==> config.mk <==
export PLATFORM = sky130hd
export DESIGN_NAME = ntbbst_window_regs
export DESIGN_NICKNAME = d
export VERILOG_FILES = /design/src/rtl/ntbbst_pkg.sv /design/src/rtl/ntbbst_reg_if.sv /design/src/rtl/ntbbst_base_mask.sv /design/src/rtl/ntbbst_apb_slave.sv /design/src/rtl/ntbbst_window_regs.sv
export SDC_FILE = /design/constraint.sdc
export NUM_CORES = 1
export LEC_CHECK = 0
export ABC_AREA = 1
export BUFFER_PORTS_ARGS = -buffer_cell sky130_fd_sc_hd__buf_2
export CAP_MARGIN = 20
export CORE_MARGIN = 4
export CORE_UTILIZATION = 53
export DETAILED_ROUTE_END_ITERATION = 8
export PLACE_DENSITY = 0.84
export REMOVE_ABC_BUFFERS = 1
export SYNTH_ARGS = -nofsm -noshare
export SYNTH_HDL_FRONTEND = slang
export SYNTH_SLANG_ARGS = --single-unit
==> constraint.sdc <==
create_clock -name SYS_CLK -period 3.1 [get_ports SYS_CLK]
set_clock_uncertainty 0.2 [all_clocks]
set_input_delay 0.62 -clock SYS_CLK [delete_from_list [all_inputs] [get_ports SYS_CLK]]
set_output_delay 0.62 -clock SYS_CLK [all_outputs]
set_load 0.02 [all_outputs]
==> src/rtl/ntbbst_pkg.sv <==
// constants, types and helpers shared by the window setup register bank
// What this block does
// - translated base field 31:4 remaps window one
// - fields survive fundamental and hot resets
// - setup bit 0 selects memory or I/O
// - setup bits 2:1 pick 32 or 64-bit decode
// - decode type reads zero for I/O space
// - setup bit 3 reports prefetchable
// - size field is log2 of bytes, zero decodes as 16 bytes
// - base field bit 0 is address bit 4
// - size zero makes every base bit writable
// - bits below size read zero, above writable
// - size one to three disables the whole base field
// - narrow decode ignores size above 32
// - wide window zero takes upper half from here
// - enable bit 31 clear disables window, reads zero
package ntbbst_pkg;

  localparam int unsigned ADDR_W = 12;
  localparam int unsigned DATA_W = 32;
  localparam int unsigned STRB_W = 4;

  localparam logic [11:0] OFF_ZERO_TBASE   = 12'h084;
  localparam logic [11:0] OFF_ONE_TBASE    = 12'h088;
  localparam logic [11:0] OFF_TWO_SETUP    = 12'h08c;
  localparam logic [11:0] OFF_TWO_BASE_LO  = 12'h0a0;
  localparam logic [11:0] OFF_TWO_BASE_HI  = 12'h0a4;
  localparam logic [11:0] OFF_ZERO_MODE    = 12'h0a8;

  localparam int unsigned SPACE_BIT  = 0;
  localparam int unsigned TYPE_LSB   = 1;
  localparam int unsigned TYPE_MSB   = 2;
  localparam int unsigned PREFETCH_SELECT_BIT   = 3;
  localparam int unsigned SIZE_LSB   = 4;
  localparam int unsigned SIZE_MSB   = 9;
  localparam int unsigned EN_BIT     = 31;
  localparam int unsigned FIELD_LSB  = 4;

  localparam logic [31:0] SETUP_RESET    = 32'h0000_0000;
  localparam logic [31:0] TBASE_RESET    = 32'h0000_0000;
  localparam logic [31:0] BASE_RESET     = 32'h0000_0000;
  localparam logic [31:0] MODE_RESET     = 32'h0000_0000;
  localparam logic [31:0] SETUP_WR_MASK  = 32'h8000_03ff;
  localparam logic [31:0] MODE_WR_MASK   = 32'h0000_0007;
  localparam logic [31:0] FIELD_MASK     = 32'hffff_fff0;

  localparam logic [5:0] SIZE_MIN_VALID  = 6'h04;
  localparam logic [5:0] SIZE_NARROW_MAX = 6'h20;
  localparam int unsigned NARROW_BITS    = 32;
  localparam int unsigned FULL_BITS      = 64;

  typedef enum logic [1:0] {
    DECODE_LOW_FOUR_GIG = 2'b00,
    DECODE_RSVD_ONE     = 2'b01,
    DECODE_FULL_WIDTH   = 2'b10,
    DECODE_RSVD_THREE   = 2'b11
  } ntbbst_decode_type;

  // byte-lane merge of a write into a stored word
  function automatic logic [31:0] merge_bytes(
    input logic [31:0] old_val,
    input logic [31:0] new_val,
    input logic [3:0]  strb
  );
    logic [31:0] res;
    res = old_val;
    for (int i = 0; i < 4; i++) begin
      if (strb[i]) begin
        res[i*8 +: 8] = new_val[i*8 +: 8];
      end
    end
    return res;
  endfunction

  // reserved decode codes fall back to narrow decoding
  function automatic logic is_wide(
    input logic       space_io,
    input logic [1:0] decode
  );
    return !space_io && (decode == DECODE_FULL_WIDTH);
  endfunction

endpackage

==> src/rtl/ntbbst_reg_if.sv <==
// register access carrier between the bus slave and the register bank
`timescale 1ns/1ps
`default_nettype none
interface ntbbst_reg_if;
  import ntbbst_pkg::*;
  logic [ADDR_W-1:0] addr;
  logic [DATA_W-1:0] wdata;
  logic [STRB_W-1:0] strb;
  logic              wr;
  logic [DATA_W-1:0] rd_data;
  logic              hit;

  modport slave (
    output addr,
    output wdata,
    output strb,
    output wr,
    input  rd_data,
    input  hit
  );
  modport regs (
    input  addr,
    input  wdata,
    input  strb,
    input  wr,
    output rd_data,
    output hit
  );
endinterface
`default_nettype wire

==> src/rtl/ntbbst_base_mask.sv <==
// writable-bit mask of the window base address from the current setup
`timescale 1ns/1ps
`default_nettype none
module ntbbst_base_mask (
  input  wire logic [5:0]  size,
  input  wire logic        wide,
  input  wire logic        enable,
  output logic      [63:0] mask
);
  import ntbbst_pkg::*;

  logic [5:0] eff_size;

  always_comb begin
    // narrow decode clamps the size, upper half is never decoded
    if (!wide && (size > SIZE_NARROW_MAX)) begin
      eff_size = SIZE_NARROW_MAX;
    end else begin
      eff_size = size;
    end
    mask = 64'h0;
    for (int i = FIELD_LSB; i < FULL_BITS; i++) begin
      if (enable && (wide || i < NARROW_BITS)) begin
        if (eff_size == 6'h00) begin
          mask[i] = 1'b1;
        end else if (eff_size >= SIZE_MIN_VALID) begin
          mask[i] = (i >= int'(eff_size));
        end
      end
    end
  end
endmodule
`default_nettype wire

==> src/rtl/ntbbst_apb_slave.sv <==
// apb slave front end: zero-wait access, read data caught in setup
`timescale 1ns/1ps
`default_nettype none
module ntbbst_apb_slave
  import ntbbst_pkg::*;
(
  input  wire logic              clk,
  input  wire logic              rst,
  input  wire logic              psel,
  input  wire logic              penable,
  input  wire logic              pwrite,
  input  wire logic [ADDR_W-1:0] paddr,
  input  wire logic [DATA_W-1:0] pwdata,
  input  wire logic [STRB_W-1:0] pstrb,
  output logic                   pready,
  output logic      [DATA_W-1:0] prdata,
  output logic                   pslverr,
  ntbbst_reg_if.slave            bus
);
  logic [DATA_W-1:0] rdata_q;
  logic [DATA_W-1:0] rdata_d;
  logic              err_q;
  logic              err_d;
  logic              setup;

  assign setup     = psel && !penable;
  assign bus.addr  = paddr;
  assign bus.wdata = pwdata;
  assign bus.strb  = pstrb;
  // the write lands on the completing edge, same cycle as pready
  assign bus.wr    = psel && penable && pwrite && bus.hit;
  assign pready    = psel && penable;
  assign pslverr   = psel && penable && err_q;
  assign prdata    = rdata_q;

  always_comb begin
    rdata_d = rdata_q;
    err_d   = err_q;
    if (setup) begin
      rdata_d = (pwrite || !bus.hit) ? 32'h0000_0000 : bus.rd_data;
      err_d   = !bus.hit;
    end
  end

  always_ff @(posedge clk) begin
    if (rst) begin
      rdata_q <= 32'h0000_0000;
      err_q   <= 1'b0;
    end else begin
      rdata_q <= rdata_d;
      err_q   <= err_d;
    end
  end
endmodule
`default_nettype wire

==> src/rtl/ntbbst_window_regs.sv <==
// window setup and translated base register bank, apb reachable
`timescale 1ns/1ps
`default_nettype none
module ntbbst_window_regs
  import ntbbst_pkg::*;
(
  input  wire logic                           SYS_CLK,
  input  wire logic                           RST,
  input  wire logic                           PWRUP_RST,
  input  wire logic                           PSEL,
  input  wire logic                           PENABLE,
  input  wire logic                           PWRITE,
  input  wire logic [ntbbst_pkg::ADDR_W-1:0]  PADDR,
  input  wire logic [ntbbst_pkg::DATA_W-1:0]  PWDATA,
  input  wire logic [ntbbst_pkg::STRB_W-1:0]  PSTRB,
  output logic                                PREADY,
  output logic      [ntbbst_pkg::DATA_W-1:0]  PRDATA,
  output logic                                PSLVERR,
  output logic                                WIN_ENABLE,
  output logic                                WIN_IO,
  output logic                                WIN_WIDE,
  output logic                                WIN_PREFETCH,
  output logic      [63:0]                    WIN_BASE,
  output logic      [63:0]                    WIN_ADDR_MASK,
  output logic                                ZERO_WIDE,
  output logic      [63:0]                    ZERO_TBASE,
  output logic                                ONE_TBASE_VALID,
  output logic      [63:0]                    ONE_TBASE
);
  import ntbbst_pkg::*;

  ntbbst_reg_if bus ();

  // sticky configuration, cleared only at power-up
  logic [31:0] setup_q;
  logic [31:0] setup_d;
  logic [31:0] zero_tb_q;
  logic [31:0] zero_tb_d;
  logic [31:0] one_tb_q;
  logic [31:0] one_tb_d;
  logic [31:0] zero_mode_q;
  logic [31:0] zero_mode_d;
  logic [63:0] base_q;
  logic [63:0] base_d;

  // registered outputs
  logic        en_q;
  logic        io_q;
  logic        wide_q;
  logic        prefetch_select_q;
  logic [63:0] win_base_q;
  logic [63:0] win_mask_q;
  logic        zero_wide_q;
  logic [63:0] zero_tb_out_q;
  logic [63:0] one_tb_out_q;
  logic        en_d;
  logic        io_d;
  logic        wide_d;
  logic        prefetch_select_d;
  logic [63:0] win_base_d;
  logic [63:0] win_mask_d;
  logic        zero_wide_d;
  logic [63:0] zero_tb_out_d;
  logic [63:0] one_tb_out_d;

  logic        space_io;
  logic [1:0]  decode_rd;
  logic        win_en;
  logic        wide_two;
  logic        wide_zero;
  logic [5:0]  size;
  logic [63:0] base_mask;
  logic [63:0] base_vis;
  logic [31:0] setup_rd;
  logic [31:0] one_tb_mask;
  logic [31:0] rd_data;
  logic        hit;

  ntbbst_apb_slave u_apb (
    .clk     (SYS_CLK),
    .rst     (RST),
    .psel    (PSEL),
    .penable (PENABLE),
    .pwrite  (PWRITE),
    .paddr   (PADDR),
    .pwdata  (PWDATA),
    .pstrb   (PSTRB),
    .pready  (PREADY),
    .prdata  (PRDATA),
    .pslverr (PSLVERR),
    .bus     (bus)
  );

  ntbbst_base_mask u_mask (
    .size   (size),
    .wide   (wide_two),
    .enable (win_en),
    .mask   (base_mask)
  );

  assign space_io  = setup_q[SPACE_BIT];
  assign win_en    = setup_q[EN_BIT];
  assign size      = setup_q[SIZE_MSB:SIZE_LSB];
  assign wide_two  = is_wide(space_io, setup_q[TYPE_MSB:TYPE_LSB]);
  assign wide_zero = is_wide(zero_mode_q[SPACE_BIT],
                             zero_mode_q[TYPE_MSB:TYPE_LSB]);
  // stale bits are hidden at once, even before the store is trimmed
  assign base_vis  = base_q & base_mask;
  assign decode_rd = space_io ? 2'b00 : setup_q[TYPE_MSB:TYPE_LSB];
  // low nibble of the window one translated base is only live in wide mode
  assign one_tb_mask = wide_zero ? 32'hffff_ffff : FIELD_MASK;

  always_comb begin
    setup_rd                      = 32'h0000_0000;
    setup_rd[SPACE_BIT]           = space_io;
    setup_rd[TYPE_MSB:TYPE_LSB]   = decode_rd;
    setup_rd[PREFETCH_SELECT_BIT]            = setup_q[PREFETCH_SELECT_BIT];
    setup_rd[SIZE_MSB:SIZE_LSB]   = size;
    setup_rd[EN_BIT]              = win_en;
  end

  always_comb begin
    rd_data = 32'h0000_0000;
    hit     = 1'b1;
    unique case (bus.addr)
      OFF_ZERO_TBASE:  rd_data = zero_tb_q & FIELD_MASK;
      OFF_ONE_TBASE:   rd_data = one_tb_q & one_tb_mask;
      OFF_TWO_SETUP:   rd_data = setup_rd;
      OFF_ZERO_MODE:   rd_data = zero_mode_q & MODE_WR_MASK;
      OFF_TWO_BASE_LO: begin
        // disabled window reads back as all zero
        if (win_en) begin
          rd_data = {base_vis[31:FIELD_LSB], setup_q[PREFETCH_SELECT_BIT],
                     decode_rd, space_io};
        end
      end
      OFF_TWO_BASE_HI: rd_data = wide_two ? base_vis[63:32] : 32'h0;
      default:         hit = 1'b0;
    endcase
  end

  assign bus.rd_data = rd_data;
  assign bus.hit     = hit;

  always_comb begin
    setup_d     = setup_q;
    zero_tb_d   = zero_tb_q;
    one_tb_d    = one_tb_q;
    zero_mode_d = zero_mode_q;
    // trim bits that the current setup no longer lets software hold
    base_d      = base_q & base_mask;
    if (bus.wr) begin
      unique case (bus.addr)
        OFF_TWO_SETUP: begin
          setup_d = merge_bytes(setup_q, bus.wdata, bus.strb)
                    & SETUP_WR_MASK;
        end
        OFF_ZERO_TBASE: begin
          zero_tb_d = merge_bytes(zero_tb_q, bus.wdata, bus.strb)
                      & FIELD_MASK;
        end
        OFF_ONE_TBASE: begin
          one_tb_d = merge_bytes(one_tb_q, bus.wdata, bus.strb)
                     & one_tb_mask;
        end
        OFF_ZERO_MODE: begin
          zero_mode_d = merge_bytes(zero_mode_q, bus.wdata, bus.strb)
                        & MODE_WR_MASK;
        end
        OFF_TWO_BASE_LO: begin
          base_d[31:0] = merge_bytes(base_q[31:0], bus.wdata, bus.strb)
                         & base_mask[31:0];
        end
        OFF_TWO_BASE_HI: begin
          base_d[63:32] = merge_bytes(base_q[63:32], bus.wdata, bus.strb)
                          & base_mask[63:32];
        end
        default: begin
        end
      endcase
    end
  end

  // RST is the fundamental/hot reset and leaves these untouched
  always_ff @(posedge SYS_CLK) begin
    if (PWRUP_RST) begin
      setup_q     <= SETUP_RESET;
      zero_tb_q   <= TBASE_RESET;
      one_tb_q    <= TBASE_RESET;
      zero_mode_q <= MODE_RESET;
      base_q      <= {BASE_RESET, BASE_RESET};
    end else begin
      setup_q     <= setup_d;
      zero_tb_q   <= zero_tb_d;
      one_tb_q    <= one_tb_d;
      zero_mode_q <= zero_mode_d;
      base_q      <= base_d;
    end
  end

  always_ff @(posedge SYS_CLK) begin
    if (PWRUP_RST) begin
      en_q          <= 1'b0;
      io_q          <= 1'b0;
      wide_q        <= 1'b0;
      prefetch_select_q        <= 1'b0;
      win_base_q    <= 64'h0;
      win_mask_q    <= 64'h0;
      zero_wide_q   <= 1'b0;
      zero_tb_out_q <= 64'h0;
      one_tb_out_q  <= 64'h0;
    end else begin
      en_q          <= en_d;
      io_q          <= io_d;
      wide_q        <= wide_d;
      prefetch_select_q        <= prefetch_select_d;
      win_base_q    <= win_base_d;
      win_mask_q    <= win_mask_d;
      zero_wide_q   <= zero_wide_d;
      zero_tb_out_q <= zero_tb_out_d;
      one_tb_out_q  <= one_tb_out_d;
    end
  end

  always_comb begin
    en_d          = win_en;
    io_d          = space_io;
    wide_d        = wide_two;
    prefetch_select_d        = setup_q[PREFETCH_SELECT_BIT];
    win_base_d    = base_vis;
    win_mask_d    = ~base_mask & {{60{1'b1}}, 4'h0} & {64{win_en}};
    zero_wide_d   = wide_zero;
    zero_tb_out_d = {wide_zero ? one_tb_q : 32'h0,
                     zero_tb_q & FIELD_MASK};
    one_tb_out_d  = {32'h0, one_tb_q & FIELD_MASK};
  end

  assign WIN_ENABLE      = en_q;
  assign WIN_IO          = io_q;
  assign WIN_WIDE        = wide_q;
  assign WIN_PREFETCH    = prefetch_select_q;
  assign WIN_BASE        = win_base_q;
  assign WIN_ADDR_MASK   = win_mask_q;
  assign ZERO_WIDE       = zero_wide_q;
  assign ZERO_TBASE      = zero_tb_out_q;
  // window one is its own window only while window zero is narrow
  assign ONE_TBASE_VALID = !zero_wide_q;
  assign ONE_TBASE       = one_tb_out_q;
endmodule
`default_nettype wire

* After elaboration in Yosys (flattened, before gate mapping)
Cells that the tools add are included.
** Word-level totals
- Flip-flop bits (word level) :: 432
- Input port bits :: 54
- Output and inout port bits :: 296
** Operators by class
- Magnitude comparators :: 61
- Equal/unequal tests :: 8
- Muxes and demuxes :: 227
- Bitwise logic cells :: 8
- Reduce and logical (&&, ||, !) cells :: 28
** Operator list (number)
- $mux W8 :: 36
- $pmux W32 S6 :: 1
- $ge A6 B6 Y1 const A :: 31
- $mux W1 :: 181
- $mux W32 :: 5
- $and A32 B32 Y32 :: 4
- $and A64 B64 Y64 :: 2
- $ge A5 B6 Y1 const A :: 16
- $eq A12 B8 Y1 const B :: 6
- $mux W64 :: 1
- $not A64 Y64 :: 1
- $ge A4 B6 Y1 const A :: 8
- $ge A3 B6 Y1 const A :: 4
- $reduce_and A3 Y1 :: 8
- $logic_and A1 B1 Y1 :: 9
- $ge A6 B3 Y1 const B :: 1
- $gt A6 B6 Y1 const B :: 1
- $logic_not A1 Y1 :: 6
- $logic_not A6 Y1 :: 1
- $mux W6 :: 1
- $reduce_or A6 Y1 :: 1
- $eq A2 B2 Y1 const B :: 2
- $mux W4 :: 1
- $mux W2 :: 1
- other kinds (4) :: 4

* Longest topological paths before layout
- Depth after elaboration :: 13
- Depth in mapped cells :: 15
- Depth with buffers taken out :: 15

* Cells and area by module
From an unflattened synthesis, not the netlist that was laid out.
** Unflattened totals
- Cell total of the unflattened synthesis :: 2373
- Area, all modules :: 16543.4 µm²
** By module, submodules not included
- ntbbst_window_regs :: times used 1, cells each 1849, area each 13574.3 µm², seq. area each 7106.8 µm²
- ntbbst_apb_slave :: times used 1, cells each 304, area each 1953.1 µm², seq. area each 660.6 µm²
- ntbbst_base_mask :: times used 1, cells each 220, area each 1016.0 µm², seq. area each 0.0 µm²

* Least setup slack after synthesis
Ideal clock, no wire load.
- Kind :: in2reg
- Start :: input PADDR[4] in the netlist's numbering
- End :: register zero_tb_q[16]
- Setup time :: 0.113 ns
- Data arrival time :: 2.099 ns
- Required time :: 2.787 ns
- Path slack :: 0.688 ns
- Stages :: 13
- Path through :: nor2_1 -> nand3_1 -> nor2_4 -> nand2_2 -> clkinv_2 -> nor2_1 -> nand2_4 -> nand2_2 -> buf_6 -> nor3_4 -> inv_2 -> nor2_1 -> nor2_1
** On the way
- Word-level cells in the longest chain between the ends :: 5
- Elaborated cells between the ends (all ways) :: 10
- Those cells by class :: eq/ne (6); mux (1); reduce/logical (3)
** RTL lines
- start, declared :: line ntbbst_window_regs.sv:13 : input wire logic [ntbbst_pkg::ADDR_W-1:0] PADDR,
- $eq A12 B8 Y1 (on tied branches) :: line ntbbst_window_regs.sv:125, ntbbst_window_regs.sv:153
- $reduce_or A6 Y1 (no line)
- $mux W1 :: line ntbbst_window_regs.sv:125 : unique case (bus.addr)
- $logic_and A1 B1 Y1 :: line ntbbst_apb_slave.sv:31 : assign bus.wr = psel && penable && pwrite && bus.hit;
- $reduce_and A3 Y1 (no line) *
- end signal, assigned :: line ntbbst_window_regs.sv:194 : zero_tb_q <= zero_tb_d;
- end, declared :: line ntbbst_window_regs.sv:37 : logic [31:0] zero_tb_q;
Mark *: on every way between the ends. The rest lies on a longest branch, timed or not.
A chain may end at the register's enable or synchronous reset.

* Worst setup path after layout
- Start :: register setup_q[0]
- End :: register u_apb.rdata_q[6], in the netlist u_apb.prdata[6]
** On the way
- Word-level cells in the longest chain between the ends :: 13
- Elaborated cells between the ends (all ways) :: 21
- Those cells by class :: order compare (3); mux (11); bitwise (1); reduce/logical (6)
** RTL lines
- start, declared :: line ntbbst_window_regs.sv:35 : logic [31:0] setup_q;
- start signal, assigned :: line ntbbst_window_regs.sv:193 : setup_q <= setup_d;
- $logic_not A1 Y1 * :: line ntbbst_pkg.sv:80 : return !space_io && (decode == DECODE_FULL_WIDTH);
- $logic_and A1 B1 Y1 * :: line ntbbst_pkg.sv:80
- $logic_not A1 Y1 :: line ntbbst_base_mask.sv:16 : if (!wide && (size > SIZE_NARROW_MAX)) begin
- $logic_and A1 B1 Y1 :: line ntbbst_base_mask.sv:16
- $mux W6 :: line ntbbst_base_mask.sv:16
- $ge A6 B6 Y1 (tied with other cells) :: line ntbbst_base_mask.sv:27 : mask[i] = (i >= int'(eff_size));
- $mux W1 :: line ntbbst_base_mask.sv:26 : end else if (eff_size >= SIZE_MIN_VALID) begin
- $mux W1 :: line ntbbst_base_mask.sv:24 : if (eff_size == 6'h00) begin
- $mux W1 :: line ntbbst_base_mask.sv:23 : if (enable && (wide || i < NARROW_BITS)) begin
- $and A64 B64 Y64 :: line ntbbst_window_regs.sv:108 : assign base_vis = base_q & base_mask;
- $mux W32 (on tied branches) :: line ntbbst_window_regs.sv:137, ntbbst_window_regs.sv:132
- $pmux W32 S6 * :: line ntbbst_window_regs.sv:125
- $mux W32 * :: line ntbbst_apb_slave.sv:40 : rdata_d = (pwrite || !bus.hit) ? 32'h0000_0000 : bus.rd_data;
- end signal, assigned :: line ntbbst_apb_slave.sv:50 : rdata_q <= rdata_d;
- end, declared :: line ntbbst_apb_slave.sv:20 : logic [DATA_W-1:0] rdata_q;
Marked as above.

==> Implementation_results.wiki <==
{| class="wikitable"
! Metric !! Value
|-
| Routed via count || around 14000
|-
| Number of buffers created by CTS || 38
|-
| Layout net count || 2315
|-
| Number of storage elements in the synthesis netlist || 380
|-
| Number of resized instances in the post-cts repair step || 0
|-
| Result of the run || completed
|-
| Unique masters post-synth || 46
|-
| WHS Path Cells || 2
|-
| Initial antenna violation count || 2
|-
| Cell count after synthesis || 1931
|-
| Worst path arrival time || ~3.0 ns
|-
| Total power || 9.53 mW
|-
| Critical R2R Launch || setup_q[0]
|-
| Hold slack final || 0.156 ns
|-
| Kind of cell adding the most delay to the critical path || simple AND/OR/NAND/NOR gates
|-
| Post-CTS Hold Buffers || 0
|-
| Maximum number of pins on one net before global-route repair || 87
|-
| Type of element launching the critical path || flip-flop
|-
| Detailed placement HPWL || 36000 um
|-
| Max Fclk || ~350 MHz
|-
| Maximum net fanout on the critical path || 8
|-
| Post-synthesis cell type with the largest combined area || sky130_fd_sc_hd__dfxtp_1
|-
| Ys Warns || 0
|-
| Most frequently used flop master after synthesis || sky130_fd_sc_hd__dfxtp_1
|-
| Cell area after synthesis || 14600 sq um
|-
| Total of max-cap violations || 0
|-
| Routed wire length per instance || 19.1 um
|-
| Setup repair after global routing missed its margin || false
|-
| Beginning of the critical path || setup_q[0]
|-
| Worst path max stage delay || between 0.3 and 0.4 ns
|-
| Vias in the first global route || 13900
|-
| Buffer type at the clock tree root || sky130_fd_sc_hd__clkbuf_16
|-
| Endpoint required time on the critical path || approximately 3.3 ns
|-
| Fin. Hold Viols || 0
|-
| Tightest slew margin relative to the limit || 40.5%
|-
| Remaining number of nets flagged by the antenna check after routing || 0
|-
| PortBufs || 301
|-
| Filler cells || ~2300
|-
| Postcts setup bufs || 0
|-
| Actual slew at the worst max-slew pin || about 0.89 ns
|-
| # rows || 60
|-
| Number of buffers on the longest clock path || 3
|-
| Worst Path Buf+Inv || 2
|-
| Final Wtd Congestion || about 1.0
|-
| Horizontal die dimension || about 170 um
|-
| Share of cells above drive strength 1 || 20.6%
|-
| Post-synthesis sequential area ratio || 52.2%
|-
| Worst min path class || input port to flip-flop
|-
| Average vias per placed instance || about 5.4
|-
| Final critical-path share of the clock period || 91.5%
|-
| Total area of multi-input combinational cells || 5680 sq um
|-
| Number of enable flip-flop cells after synthesis || 0
|-
| Final Critical Period || approximately 2.8 ns
|-
| Category of the worst setup path capture point || flip-flop
|-
| Critical path type || flip-flop to flip-flop
|-
| Starting DRT DRC Count || between 1000 and 1500
|-
| Clock edge transition at the registers on the reported setup and hold paths || ~0.060 ns
|-
| Dominant cells by area after synthesis || sky130_fd_sc_hd__dfxtp_1 52%, sky130_fd_sc_hd__nor2_1 10%, sky130_fd_sc_hd__nand2_1 9.5%, sky130_fd_sc_hd__inv_1 5.1%, sky130_fd_sc_hd__a21oi_1 3.3%
|-
| Setup violators final || 0
|-
| WP depth || 12
|-
| Overall fraction of global-route tracks in use || 31.7%
|-
| Synthesis-to-finish area growth || 21.5%
|-
| Clock latency reported for the late side of the worst-skew pair || 0.52 ns
|-
| Start point of the worst min-delay path || PWRUP_RST
|-
| Avg Cell Area, Syn || 7.54 sq um
|-
| Critical Path Slowest Stage Cell || sky130_fd_sc_hd__dfxtp_1
|-
| Cell area power density || ~540 nW/um^2
|-
| Chip Height || roughly 170 um
|-
| Final number of max-transition violations || 0
|-
| Async set or reset register ratio after synthesis || 0%
|-
| Total Die Area || approximately 30000 sq um
|-
| Sinks on the clock net || 380
|-
| Core area || 27000 sq um
|-
| Starting utilization of the core area || between 50% and 60%
|-
| CP Cell Sequence || inv_1, nand3_2, nand2_1, nor2_1, nor2_1, nand2_1, inv_1, o21ai_0, a21oi_1, nand2_1, nand2_1, a21oi_1
|-
| Static leakage || about 8.1 nW
|-
| Deepest level of the CTS H-tree || 2
|-
| Final TNS setup || 0 ns
|-
| Worst ir drop on vdd || approximately 0.00038 V
|-
| Cell mode on critical path || sky130_fd_sc_hd__nand2_1
|-
| Aggregate global routing overflow || 0
|-
| CTS tree || built
|-
| 1st-pass router iterations || 5
|-
| I/O pin total || 350
|-
| Fraction of synthesized cell area taken by the top area cell type || about 52%
|-
| Final standard cell count with taps included and fillers excluded || 2625
|-
| Wire length after detailed routing || between 50000 and 60000 um
|-
| Wire length of the first global-routing pass || roughly 77000 um
|-
| DR DRC count || 0
|-
| Path depth of the worst reg2reg path || 12
|-
| Area used by sequential logic in the layout || 7610 sq um
|-
| Instance count after placement with tap cells included || 2562
|}
cell usage after synthesis, types with 11 or more instances:
cell type and instances:
sky130_fd_sc_hd__inv_1 196, sky130_fd_sc_hd__o22ai_1 26, sky130_fd_sc_hd__o21ai_1 32, sky130_fd_sc_hd__nand4_1 20
sky130_fd_sc_hd__dfxtp_1 380, sky130_fd_sc_hd__clkbuf_1 50, sky130_fd_sc_hd__a21oi_1 97, sky130_fd_sc_hd__o31ai_1 11
sky130_fd_sc_hd__nor2_1 405, sky130_fd_sc_hd__nor3_1 39, sky130_fd_sc_hd__o21ai_0 51, sky130_fd_sc_hd__nand2_1 367
sky130_fd_sc_hd__buf_2 15, sky130_fd_sc_hd__nand3b_1 11, sky130_fd_sc_hd__buf_4 50, sky130_fd_sc_hd__nand3_1 84
sky130_fd_sc_hd__inv_2 12
state kept, by name, indices dropped and copies added (netlist names):
signal	cells
ONE_TBASE	28
WIN_ADDR_MASK	60
WIN_BASE	60
WIN_ENABLE	1
WIN_IO	1
WIN_PREFETCH	1
WIN_WIDE	1
ZERO_TBASE	60
ZERO_WIDE	1
base_q	60
one_tb_q	32
setup_q	11
u_apb.err_q	1
u_apb.prdata	32
zero_mode_q	3
zero_tb_q	28
cell type report:
cell class | instances | area share, %
antenna | 1 | 0.0141
clock buffer | 54 | 6.23
clock inverter | 8 | 0.445
inverter | 210 | 4.46
multi-input combinational | 1266 | 32.1
sequential | 380 | 43.0
tap | 341 | 2.41
timing repair buffer | 365 | 11.4
layout by cell type (no fill, tap or decap), drive strengths merged, types with 4 or more instances in the layout:
master	count
inv	210
nor4	6
dfxtp	380
nor2	416
clkinvlp	4
nor3	48
buf	365
a211oi	5
o31ai	11
o211ai	5
a21oi	97
o22ai	26
nand3	87
conb	48
nand2	376
nand4	21
clkbuf	54
a31oi	8
o21ai	85
nand3b	11
metal layers:
layer | routed length, um | vias to the layer above | track usage (%)
li1 | - | 6687 | -
met1 | 20100 | 6585 | 42.0
met2 | 22900 | 881 | 51.5
met3 | 5300 | 141 | 6.46
met4 | 1720 | 2 | 11.6
met5 | 20 | - | 0
metrics by stage:
step	util (%)	cell area, sq um	setup WS, ns
final	65.5	17700	0.263
after CTS	65.5	17700	0.340
after floorplan	-	14100	-0.431
after global placement	61.1	16500	0.209
after global routing	65.5	17700	0.0705
after detailed placement	61.1	16500	0.113
power by group:
group / total [mW] / switching, mW / internal (mW)
Clock: 4.41 / 1.86 / 2.55
Combinational: 0.238 / 0.195 / 0.0430
Sequential: 4.88 / 0.000519 / 4.88
final timing paths:
path	slack, ns	end
min	0.16	WIN_PREFETCH
max reg2reg	0.26	u_apb.prdata[6]
max	0.26	u_apb.prdata[6]
min reg2reg	0.25	ZERO_TBASE[11]
cells by family (layout without fill, tap and decap cells):
kind of cell           Yosys count  after routing  synth area share, %
and+or+nand+nor                971            971                 28.2
DFF                            380            380                 52.2
buffers and inverters          332            637                 10.0
AOI/OAI and AO/OA              247            247                 9.52
other                            1             49               0.0257
Power figures use the tool's default switching activity.
